[src/smcg_map.vh]
// Purpose: Constants of the sleep-mode clock gating control block
// Assumes: Included by every design file of the block
// Notes:   Definitions only
`ifndef SMCG_MAP_VH
`define SMCG_MAP_VH

// Register bus geometry
`define SMCG_ADDR_W       12
`define SMCG_DATA_W       32
`define SMCG_ZERO_WORD    32'h00000000

// Register byte offsets
`define SMCG_OFF_SLEEP    12'h110
`define SMCG_OFF_STAT     12'h1F0
`define SMCG_OFF_CLR      12'h1F4
`define SMCG_OFF_EN       12'h1F8

// Field positions in sleep_clock_gate_0
`define SMCG_ADC_BIT      16
`define SMCG_RATE_HI      9
`define SMCG_RATE_LO      8
`define SMCG_WDT_BIT      3

// Reset values
`define SMCG_RESET_PRINTED 32'h00000040
`define SMCG_WR_MASK       32'h00010308
`define SMCG_RESET_STORED  (`SMCG_RESET_PRINTED & `SMCG_WR_MASK)

// Converter sample rate codes
`define SMCG_RATE_125K    2'h0
`define SMCG_RATE_250K    2'h1
`define SMCG_RATE_500K    2'h2
`define SMCG_RATE_MAX     2'h2

// Event bits of the status, clear and enable registers
`define SMCG_EVT_W        3
`define SMCG_EVT_ADC      0
`define SMCG_EVT_WDT      1
`define SMCG_EVT_RATE     2
`define SMCG_EVT_ZERO     3'h0

`endif

[src/smcg_evt_reg.v]
// Purpose: Sticky status, enable and interrupt for block events
// Assumes: Clear and enable writes come from the register port
// Notes:   A set in the clear cycle wins over the clear
`timescale 1ns/1ps
`default_nettype none
`include "smcg_map.vh"

module smcg_evt_reg #(
  parameter W = 3
) (
  input  wire         clk,       // System clock
  input  wire         sys_rst,   // Synchronous reset, active high
  input  wire [W-1:0] set,       // Event pulses
  input  wire         clr_we,    // Clear register write
  input  wire [W-1:0] clr_data,  // Ones clear status bits
  input  wire         en_we,     // Enable register write
  input  wire [W-1:0] en_data,   // New enable value
  output reg  [W-1:0] status,    // Sticky status bits
  output reg  [W-1:0] enable,    // Interrupt enable bits
  output wire         irq        // Level interrupt
);

  wire [W-1:0] clr_bits;

  assign clr_bits = clr_we ? clr_data : {W{1'b0}};

  // Sticky bits, set beats clear
  always @(posedge clk) begin
    if (sys_rst) begin
      status <= {W{1'b0}};
      enable <= {W{1'b0}};
    end else begin
      status <= (status & ~clr_bits) | set;
      if (en_we) begin
        enable <= en_data;
      end
    end
  end

  // Interrupt while an enabled bit is set
  assign irq = |(status & enable);

endmodule // smcg_evt_reg
`default_nettype wire

[src/smcg_gate_chan.v]
// Purpose: Clock enable and bus fault check for one gated unit
// Assumes: Mode selects are one-hot and come from the same clock
// Notes:   Enable and fault are both registered
`timescale 1ns/1ps
`default_nettype none
`include "smcg_map.vh"

module smcg_gate_chan (
  input  wire clk,        // System clock
  input  wire sys_rst,    // Synchronous reset, active high
  input  wire sel_run,    // Running operation selected
  input  wire sel_sleep,  // Sleep gating selected
  input  wire sel_deep,   // Deep-sleep gating selected
  input  wire run_en,     // Run-mode gate bit
  input  wire sleep_en,   // Sleep-mode gate bit
  input  wire deep_en,    // Deep-sleep gate bit
  input  wire access,     // Unit access strobe
  output reg  clk_en,     // Registered unit clock enable
  output reg  bus_fault,  // One-cycle bus fault pulse
  output wire fault_evt   // Fault event, same cycle as access
);

  reg next_clk_en;

  // Pick the gate bit of the active mode
  always @* begin
    next_clk_en = 1'b0;
    if (sel_sleep) begin
      next_clk_en = sleep_en;
    end else if (sel_deep) begin
      next_clk_en = deep_en;
    end else if (sel_run) begin
      next_clk_en = run_en;
    end
  end

  // Access to an unclocked unit faults
  assign fault_evt = access & ~clk_en; // RQ2

  // Enable changes only on a clock edge
  always @(posedge clk) begin
    if (sys_rst) begin
      clk_en    <= 1'b0; // RQ3
      bus_fault <= 1'b0;
    end else begin
      clk_en    <= next_clk_en; // RQ1 RQ12
      bus_fault <= fault_evt; // RQ2
    end
  end

endmodule // smcg_gate_chan
`default_nettype wire

[src/smcg_sleep_gate.v]
// Purpose: Sleep-mode clock gating control register and unit gates
// Assumes: Mode and access inputs come from logic on clk
// Notes:   Run and deep-sleep gate bits arrive as plain inputs
//
// Behaviour
// [RQ1] Set gate bit clocks the unit; clear bit leaves it unclocked.
// [RQ2] Access to an unclocked unit answers with a bus fault.
// [RQ3] All gate bits clear after reset, all units unclocked.
// [RQ4] This register governs unit clocks only while in Sleep.
// [RQ5] Sleep gating applies only when automatic gating select is set.
// [RQ6] Bit 16 is read/write and gates converter 0 in Sleep.
// [RQ7] Bit 3 is read/write and gates the watchdog in Sleep.
// [RQ8] Bits 9:8 select converter rate: 125K, 250K or 500K.
// [RQ9] Software keeps the rate at or below the supported maximum.
// [RQ10] Reserved bits read zero; software preserves them.
// [RQ11] Software enables each needed unit clock before use.
// [RQ12] Writes land next cycle; gate enables change at clock edges.
//
// The implementer's own choice: the address-and-strobe port.
`timescale 1ns/1ps
`default_nettype none
`include "smcg_map.vh"

module smcg_sleep_gate (
  input  wire                    clk,                  // System clock
  input  wire                    sys_rst,              // Sync reset, high
  // Register port
  input  wire [`SMCG_ADDR_W-1:0] reg_addr,             // Byte address
  input  wire [`SMCG_DATA_W-1:0] reg_wdata,            // Write data
  input  wire                    reg_wr,               // Write strobe
  input  wire                    reg_rd,               // Read strobe
  output reg  [`SMCG_DATA_W-1:0] reg_rdata,            // Read data
  // Power mode and run clock configuration
  input  wire                    cpu_sleep,            // Processor in Sleep
  input  wire                    cpu_deep_sleep,       // Processor deep sleep
  input  wire                    auto_clock_gating_select, // Use sleep regs
  input  wire                    run_gate_adc,         // Run-mode converter bit
  input  wire                    run_gate_wdt,         // Run-mode watchdog bit
  input  wire [1:0]              run_sample_rate,      // Run-mode rate field
  input  wire                    deep_gate_adc,        // Deep converter bit
  input  wire                    deep_gate_wdt,        // Deep watchdog bit
  // Unit access strobes
  input  wire                    adc_access,           // Converter access
  input  wire                    wdt_access,           // Watchdog access
  // Unit clock control
  output wire                    adc_clk_en,           // Converter clock on
  output wire                    watchdog_clock_gate,  // Watchdog clock on
  output reg  [1:0]              converter_sample_rate, // Applied rate
  output wire                    adc_bus_fault,        // Converter fault
  output wire                    wdt_bus_fault,        // Watchdog fault
  output reg  [1:0]              power_mode,           // Mode: 0 run 1 sl 2 dp
  output wire                    irq                   // Level interrupt
);

  // One-hot power mode states
  localparam [2:0] ST_RUN   = 3'b001;
  localparam [2:0] ST_SLEEP = 3'b010;
  localparam [2:0] ST_DEEP  = 3'b100;

  // Stored reset word, reserved bit of the printed value masked off
  localparam [`SMCG_DATA_W-1:0] RESET_WORD = `SMCG_RESET_STORED;

  // Mode codes shown on power_mode
  localparam [1:0] MODE_RUN   = 2'h0;
  localparam [1:0] MODE_SLEEP = 2'h1;
  localparam [1:0] MODE_DEEP  = 2'h2;

  // Stored fields of sleep_clock_gate_0
  reg                    sleep_gate_adc;
  reg                    sleep_gate_wdt;
  reg  [1:0]             sleep_rate;

  // Power mode state machine
  reg  [2:0]             mode;
  reg  [2:0]             next_mode;

  // Read path
  reg  [`SMCG_DATA_W-1:0] next_rdata;

  // Decoded accesses
  wire                   hit_sleep;
  wire                   hit_stat;
  wire                   hit_clr;
  wire                   hit_en;
  wire                   wr_sleep;
  wire                   wr_clr;
  wire                   wr_en;

  // Gating selects of the active mode
  wire                   sel_run;
  wire                   sel_sleep;
  wire                   sel_deep;

  // Event wiring
  wire                   adc_fault_evt;
  wire                   wdt_fault_evt;
  wire                   rate_bad_evt;
  wire [`SMCG_EVT_W-1:0] evt_set;
  wire [`SMCG_EVT_W-1:0] evt_status;
  wire [`SMCG_EVT_W-1:0] evt_enable;

  // Register image built from stored fields
  wire [`SMCG_DATA_W-1:0] sleep_image;
  wire [1:0]             wr_rate;

  // Address decode
  assign hit_sleep = (reg_addr == `SMCG_OFF_SLEEP);
  assign hit_stat  = (reg_addr == `SMCG_OFF_STAT);
  assign hit_clr   = (reg_addr == `SMCG_OFF_CLR);
  assign hit_en    = (reg_addr == `SMCG_OFF_EN);

  // Write qualifiers
  assign wr_sleep  = reg_wr & hit_sleep;
  assign wr_clr    = reg_wr & hit_clr;
  assign wr_en     = reg_wr & hit_en;

  // Rate field of the write word
  assign wr_rate   = reg_wdata[`SMCG_RATE_HI:`SMCG_RATE_LO];

  // Stored fields in place, reserved bits zero
  assign sleep_image = {
    {(`SMCG_DATA_W - 1 - `SMCG_ADC_BIT){1'b0}},
    sleep_gate_adc,                                          // RQ6
    {(`SMCG_ADC_BIT - 1 - `SMCG_RATE_HI){1'b0}},
    sleep_rate,                                              // RQ8
    {(`SMCG_RATE_LO - 1 - `SMCG_WDT_BIT){1'b0}},
    sleep_gate_wdt,                                          // RQ7
    {`SMCG_WDT_BIT{1'b0}}
  }; // RQ10

  // Sleep register fields, written only through the mask
  always @(posedge clk) begin
    if (sys_rst) begin
      sleep_gate_adc <= RESET_WORD[`SMCG_ADC_BIT]; // RQ3
      sleep_gate_wdt <= RESET_WORD[`SMCG_WDT_BIT]; // RQ3
      sleep_rate     <= `SMCG_RATE_125K; // RQ3
    end else if (wr_sleep) begin
      sleep_gate_adc <= reg_wdata[`SMCG_ADC_BIT]; // RQ6 RQ12
      sleep_gate_wdt <= reg_wdata[`SMCG_WDT_BIT]; // RQ7 RQ12
      sleep_rate     <= wr_rate; // RQ8 RQ12
    end
  end

  // Next power mode from processor state
  always @* begin
    next_mode = ST_RUN;
    case (mode)
      ST_RUN: begin
        if (cpu_deep_sleep) begin
          next_mode = ST_DEEP;
        end else if (cpu_sleep) begin
          next_mode = ST_SLEEP;
        end else begin
          next_mode = ST_RUN;
        end
      end
      ST_SLEEP: begin
        if (cpu_deep_sleep) begin
          next_mode = ST_DEEP;
        end else if (cpu_sleep) begin
          next_mode = ST_SLEEP;
        end else begin
          next_mode = ST_RUN;
        end
      end
      ST_DEEP: begin
        if (cpu_deep_sleep) begin
          next_mode = ST_DEEP;
        end else if (cpu_sleep) begin
          next_mode = ST_SLEEP;
        end else begin
          next_mode = ST_RUN;
        end
      end
      default: begin
        next_mode = ST_RUN;
      end
    endcase
  end

  // Mode register
  always @(posedge clk) begin
    if (sys_rst) begin
      mode <= ST_RUN;
    end else begin
      mode <= next_mode;
    end
  end

  // Mode code for observers
  always @(posedge clk) begin
    if (sys_rst) begin
      power_mode <= MODE_RUN;
    end else begin
      case (next_mode)
        ST_SLEEP: power_mode <= MODE_SLEEP;
        ST_DEEP:  power_mode <= MODE_DEEP;
        default:  power_mode <= MODE_RUN;
      endcase
    end
  end

  // Sleep bits count only in Sleep with automatic gating selected
  assign sel_sleep = mode[1] & auto_clock_gating_select; // RQ4 RQ5
  assign sel_deep  = mode[2] & auto_clock_gating_select; // RQ4
  assign sel_run   = ~sel_sleep & ~sel_deep; // RQ4 RQ5

  // Converter clock gate
  smcg_gate_chan u_adc_gate (
    .clk       (clk),
    .sys_rst   (sys_rst),
    .sel_run   (sel_run),
    .sel_sleep (sel_sleep),
    .sel_deep  (sel_deep),
    .run_en    (run_gate_adc),
    .sleep_en  (sleep_gate_adc),
    .deep_en   (deep_gate_adc),
    .access    (adc_access),
    .clk_en    (adc_clk_en),
    .bus_fault (adc_bus_fault),
    .fault_evt (adc_fault_evt)
  ); // RQ1 RQ6

  // Watchdog clock gate
  smcg_gate_chan u_wdt_gate (
    .clk       (clk),
    .sys_rst   (sys_rst),
    .sel_run   (sel_run),
    .sel_sleep (sel_sleep),
    .sel_deep  (sel_deep),
    .run_en    (run_gate_wdt),
    .sleep_en  (sleep_gate_wdt),
    .deep_en   (deep_gate_wdt),
    .access    (wdt_access),
    .clk_en    (watchdog_clock_gate),
    .bus_fault (wdt_bus_fault),
    .fault_evt (wdt_fault_evt)
  ); // RQ1 RQ7

  // Applied converter rate follows the active register
  always @(posedge clk) begin
    if (sys_rst) begin
      converter_sample_rate <= `SMCG_RATE_125K;
    end else if (sel_sleep) begin
      converter_sample_rate <= sleep_rate; // RQ8 RQ4
    end else begin
      converter_sample_rate <= run_sample_rate;
    end
  end

  // Flag a rate write above the supported maximum
  assign rate_bad_evt = wr_sleep & (wr_rate > `SMCG_RATE_MAX); // RQ9

  // Event vector
  assign evt_set[`SMCG_EVT_ADC]  = adc_fault_evt;
  assign evt_set[`SMCG_EVT_WDT]  = wdt_fault_evt;
  assign evt_set[`SMCG_EVT_RATE] = rate_bad_evt;

  // Sticky status, clear and enable
  smcg_evt_reg #(
    .W (`SMCG_EVT_W)
  ) u_evt (
    .clk      (clk),
    .sys_rst  (sys_rst),
    .set      (evt_set),
    .clr_we   (wr_clr),
    .clr_data (reg_wdata[`SMCG_EVT_W-1:0]),
    .en_we    (wr_en),
    .en_data  (reg_wdata[`SMCG_EVT_W-1:0]),
    .status   (evt_status),
    .enable   (evt_enable),
    .irq      (irq)
  );

  // Read multiplexer; clear register and holes read zero
  always @* begin
    next_rdata = `SMCG_ZERO_WORD;
    if (hit_sleep) begin
      next_rdata = sleep_image; // RQ10
    end else if (hit_stat) begin
      next_rdata = {{(`SMCG_DATA_W - `SMCG_EVT_W){1'b0}}, evt_status};
    end else if (hit_en) begin
      next_rdata = {{(`SMCG_DATA_W - `SMCG_EVT_W){1'b0}}, evt_enable};
    end else begin
      next_rdata = `SMCG_ZERO_WORD;
    end
  end

  // Read data stand one cycle after the strobe only
  always @(posedge clk) begin
    if (sys_rst) begin
      reg_rdata <= `SMCG_ZERO_WORD;
    end else if (reg_rd) begin
      reg_rdata <= next_rdata;
    end else begin
      reg_rdata <= `SMCG_ZERO_WORD;
    end
  end

endmodule // smcg_sleep_gate
`default_nettype wire

[config.mk]
export PLATFORM = sky130hd
export DESIGN_NAME = smcg_sleep_gate
export DESIGN_NICKNAME = d
export VERILOG_FILES = /design/src/smcg_evt_reg.v /design/src/smcg_gate_chan.v /design/src/smcg_sleep_gate.v
export VERILOG_INCLUDE_DIRS = /design/src
export SDC_FILE = /design/constraint.sdc
export NUM_CORES = 1
export LEC_CHECK = 0
export BUFFER_PORTS_ARGS = -buffer_cell sky130_fd_sc_hd__clkbuf_2
export CAP_MARGIN = 20
export CORE_MARGIN = 2
export CORE_UTILIZATION = 43
export CTS_CLUSTER_SIZE = 14
export DETAILED_ROUTE_END_ITERATION = 6
export PLACE_DENSITY = 0.94
export SLEW_MARGIN = 5
export SYNTH_ARGS = -nofsm -noshare
export SYNTH_HDL_FRONTEND = slang
export SYNTH_HIERARCHICAL = 1
export SYNTH_SLANG_ARGS = --single-unit
[constraint.sdc]
create_clock -name clk -period 4.1 [get_ports clk]
set_input_delay 0.615 -clock clk [delete_from_list [all_inputs] [get_ports clk]]
set_output_delay 0.615 -clock clk [all_outputs]
set_load 0.01 [all_outputs]
==> flow_summary_export.csv <==
group,metric,value,unit
clock_tree,cts_tree,"yes",
routing,drt_iter0_drc,70,
sta,setup_viol,0,
grt,grt_pass1_wl,3.70,mm
sta,relSlewSlack,0.580,
routing,vias,1076,
critical_path,cp_data_arrival_time,2.28,ns
floorplan,start_util,0.451,
sta,min_period,2.04,ns
clock_tree,post_cts_buffers,0,
grt,grt_max_degree,16,
routing,via_per_inst,4.54,
placed_design,dp_hpwl,2.05,mm
routing,wl_per_cell,10.3,um
final_layout,drive_above_1_share,0.326,
critical_path,path_delay_family,"simple AND/OR/NAND/NOR gates",
final_layout,final_cell_mix,"clkbuf_2, dfxtp_1, conb_1",
sta,slew_violations,0,
clock_tree,holdBufCountCts,0,
critical_path,setup.worst_path.start_class,"input port",
sta,max_freq,490,MHz
yosys,synthFlopType,"dfxtp_1",
power,power_leakage,0.767,nW
grt,grt_pass1_vias,923,
placed_design,io_buffers,49,
routing,drc,0,
floorplan,io_pins,100,
critical_path,worst_path_max_delay_cell,"or4b_4",
clock_tree,ctsResizeCount,0,
placed_design,dp_slack,1.70,ns
yosys,netlist_area,1370,um^2
critical_path,cp.buffers_inverters,2,
floorplan,core,3030,um^2
critical_path,reg2reg_slack,2.80,ns
power,power_density,308,nW/um^2
yosys,synthArstFlopShare,0,
grt,grtUsageTotal,0.136,
flow_run,maxCapViolCount,0,
sta,fin_crit_sh,0.498,
floorplan,die-area,3640,um^2
floorplan,die_x,60.4,um
final_layout,nets,253,
sta,layout_setup_ws,2.06,ns
clock_tree,cts_htree_levels,1,
final_layout,syn_to_final_growth,17.2,%
grt,antenna_found_initial,0,
yosys,synth-seq-cells,28,
sta,tightest_slew,0.625,ns
grt,grt.overflow.total,0,
status,status,"complete, no violations",
critical_path,crit_path_end_kind,"register",
clock_tree,clk_pin_slew,0.14,ns
placed_design,place.gp.congestion,0.831,
final_layout,n_fill_cell,281,
critical_path,path_cells,"clkbuf_2, or4b_4, nor4_4, and3_1, inv_1, a311oi_1",
power,peakVddDrop,0.000136,V
yosys,synth_sequential_area_ratio,0.410,
final_layout,layout_commonest_cell,"clkbuf_2",
sta,finalHoldViolCount,0,
routing,wirelength,2.45,mm
routing,ant_nets,0,
floorplan,fp.dieH,60.4,um
clock_tree,clkSinkCount,28,
critical_path,path_class,"input port to register",
worst_hold_path,hp-class,"input port to register",
yosys,synth.distinct_cells,35,
yosys,syn_inst,142,
routing,drtPass1Iterations,4,
clock_tree,clock_latency,0.31,ns
clock_tree,cts_root_buf,"clkbuf_4",
yosys,yosysTopAreaCell,"dfxtp_1",
sta,finalClockSkew,0.00138,ns
critical_path,cp_slowest_stage_delay,0.56,ns
yosys,synth_edf_count,0,
yosys,synth.area.top_cells,"dfxtp_1, buf_4, mux2i_1",
floorplan,fp-row-count,20,
yosys,synth_warnings,6,
final_layout,antenna_cells,0,
clock_tree,cts_buffers,3,
sta,finalSetupTns,0,ns
sta,grt_setup_unrepaired,"false",
yosys,synth_area_per_cell,9.62,um^2
clock_tree,cts_buffer_depth,2,
critical_path,required,4.34,ns
critical_path,cp_max_fo,5,
yosys,synth_top_area_frac,0.410,
cells in the mapped netlist (all sizes together), types with 2 or more instances:
master,n
nand3b,3
a21oi,4
nor2b,4
dfxtp,28
a221oi,2
mux2i,10
buf,25
nor4,2
o21ai,2
and3b,2
a311oi,3
and2,8
or4b,2
nor2,8
nand2,12
nand3,2
inv,7
nor3,4
layer usage:
layer | wire length (um) | GRT usage
met5 | 0 | 0
met2 | 1190 | 0.247
met3 | 213 | 0.0299
met4 | 14 | 0.0571
met1 | 1030 | 0.152
worst register-to-register path, delay by kind of cell, from the launching register on:
family	cells	cell delay, ns
flip-flops	1	0.37
AO/OA/AOI/OAI	1	0.22
buffers and inverters	1	0.11
AND/OR/NAND/NOR	3	0.54
registers in the layout, indices dropped and copies added (netlist names):
name,cells
reg_rdata,7
mode,3
u_evt/enable,3
u_evt/status,3
converter_sample_rate,2
power_mode,2
sleep_rate,2
sleep_gate_adc,1
sleep_gate_wdt,1
u_adc_gate/bus_fault,1
u_adc_gate/clk_en,1
u_wdt_gate/bus_fault,1
u_wdt_gate/clk_en,1
kinds of logic after synthesis:
group | share of synthesized area
AND/OR/NAND/NOR | 0.267
buffers and inverters | 0.162
flip-flops | 0.410
AO/OA/AOI/OAI | 0.0778
multiplexers | 0.0733
XOR/XNOR | 0.00641
other | 0.00274
power breakdown:
group          total (mW)  leakage, nW  switching, mW  internal, mW
Sequential          0.289        0.228        0.00573         0.283
Combinational      0.0748        0.517         0.0420        0.0328
Clock               0.129       0.0210         0.0750        0.0542
Total               0.493        0.767          0.123         0.370
per-stage QoR:
stage | instances | power, mW | utilization | hold slack (ns) | area, um^2
2_1_floorplan | 166 | 0.355 | - | 0.443 | 1460
3_3_place_gp | 233 | 0.367 | 0.517 | 0.457 | 1570
3_5_place_dp | 233 | 0.369 | 0.517 | 0.466 | 1570
4_1_cts | 237 | 0.498 | 0.529 | 0.473 | 1600
5_1_grt | 237 | 0.521 | 0.529 | 0.483 | 1600
6_report | 237 | 0.493 | 0.529 | 0.484 | 1600
path summary, 6_finish.rpt:
kind                                       end                         from  depth (start not counted)
hold reg to reg    sleep_gate_wdt$_SDFFE_PP0P_  sleep_gate_wdt$_SDFFE_PP0P_                          2
hold / removal              mode[0]$_SDFF_PP1_                    cpu_sleep                          2
setup / recovery    u_evt/status[2]$_SDFF_PP0_                  reg_addr[9]                          6
setup reg to reg  u_wdt_gate/clk_en$_SDFF_PP0_           mode[1]$_SDFF_PP0_                          5
final cells by class:
cell class,count,area [um^2],area share
inverters,8,30.0,0.0187
clock buffers,4,36.3,0.0227
repair buffers,49,245,0.153
multi-input cells,104,674,0.421
well taps,44,55.1,0.0344
flip-flops and latches,28,561,0.350
Power figures use the tool's default switching activity.
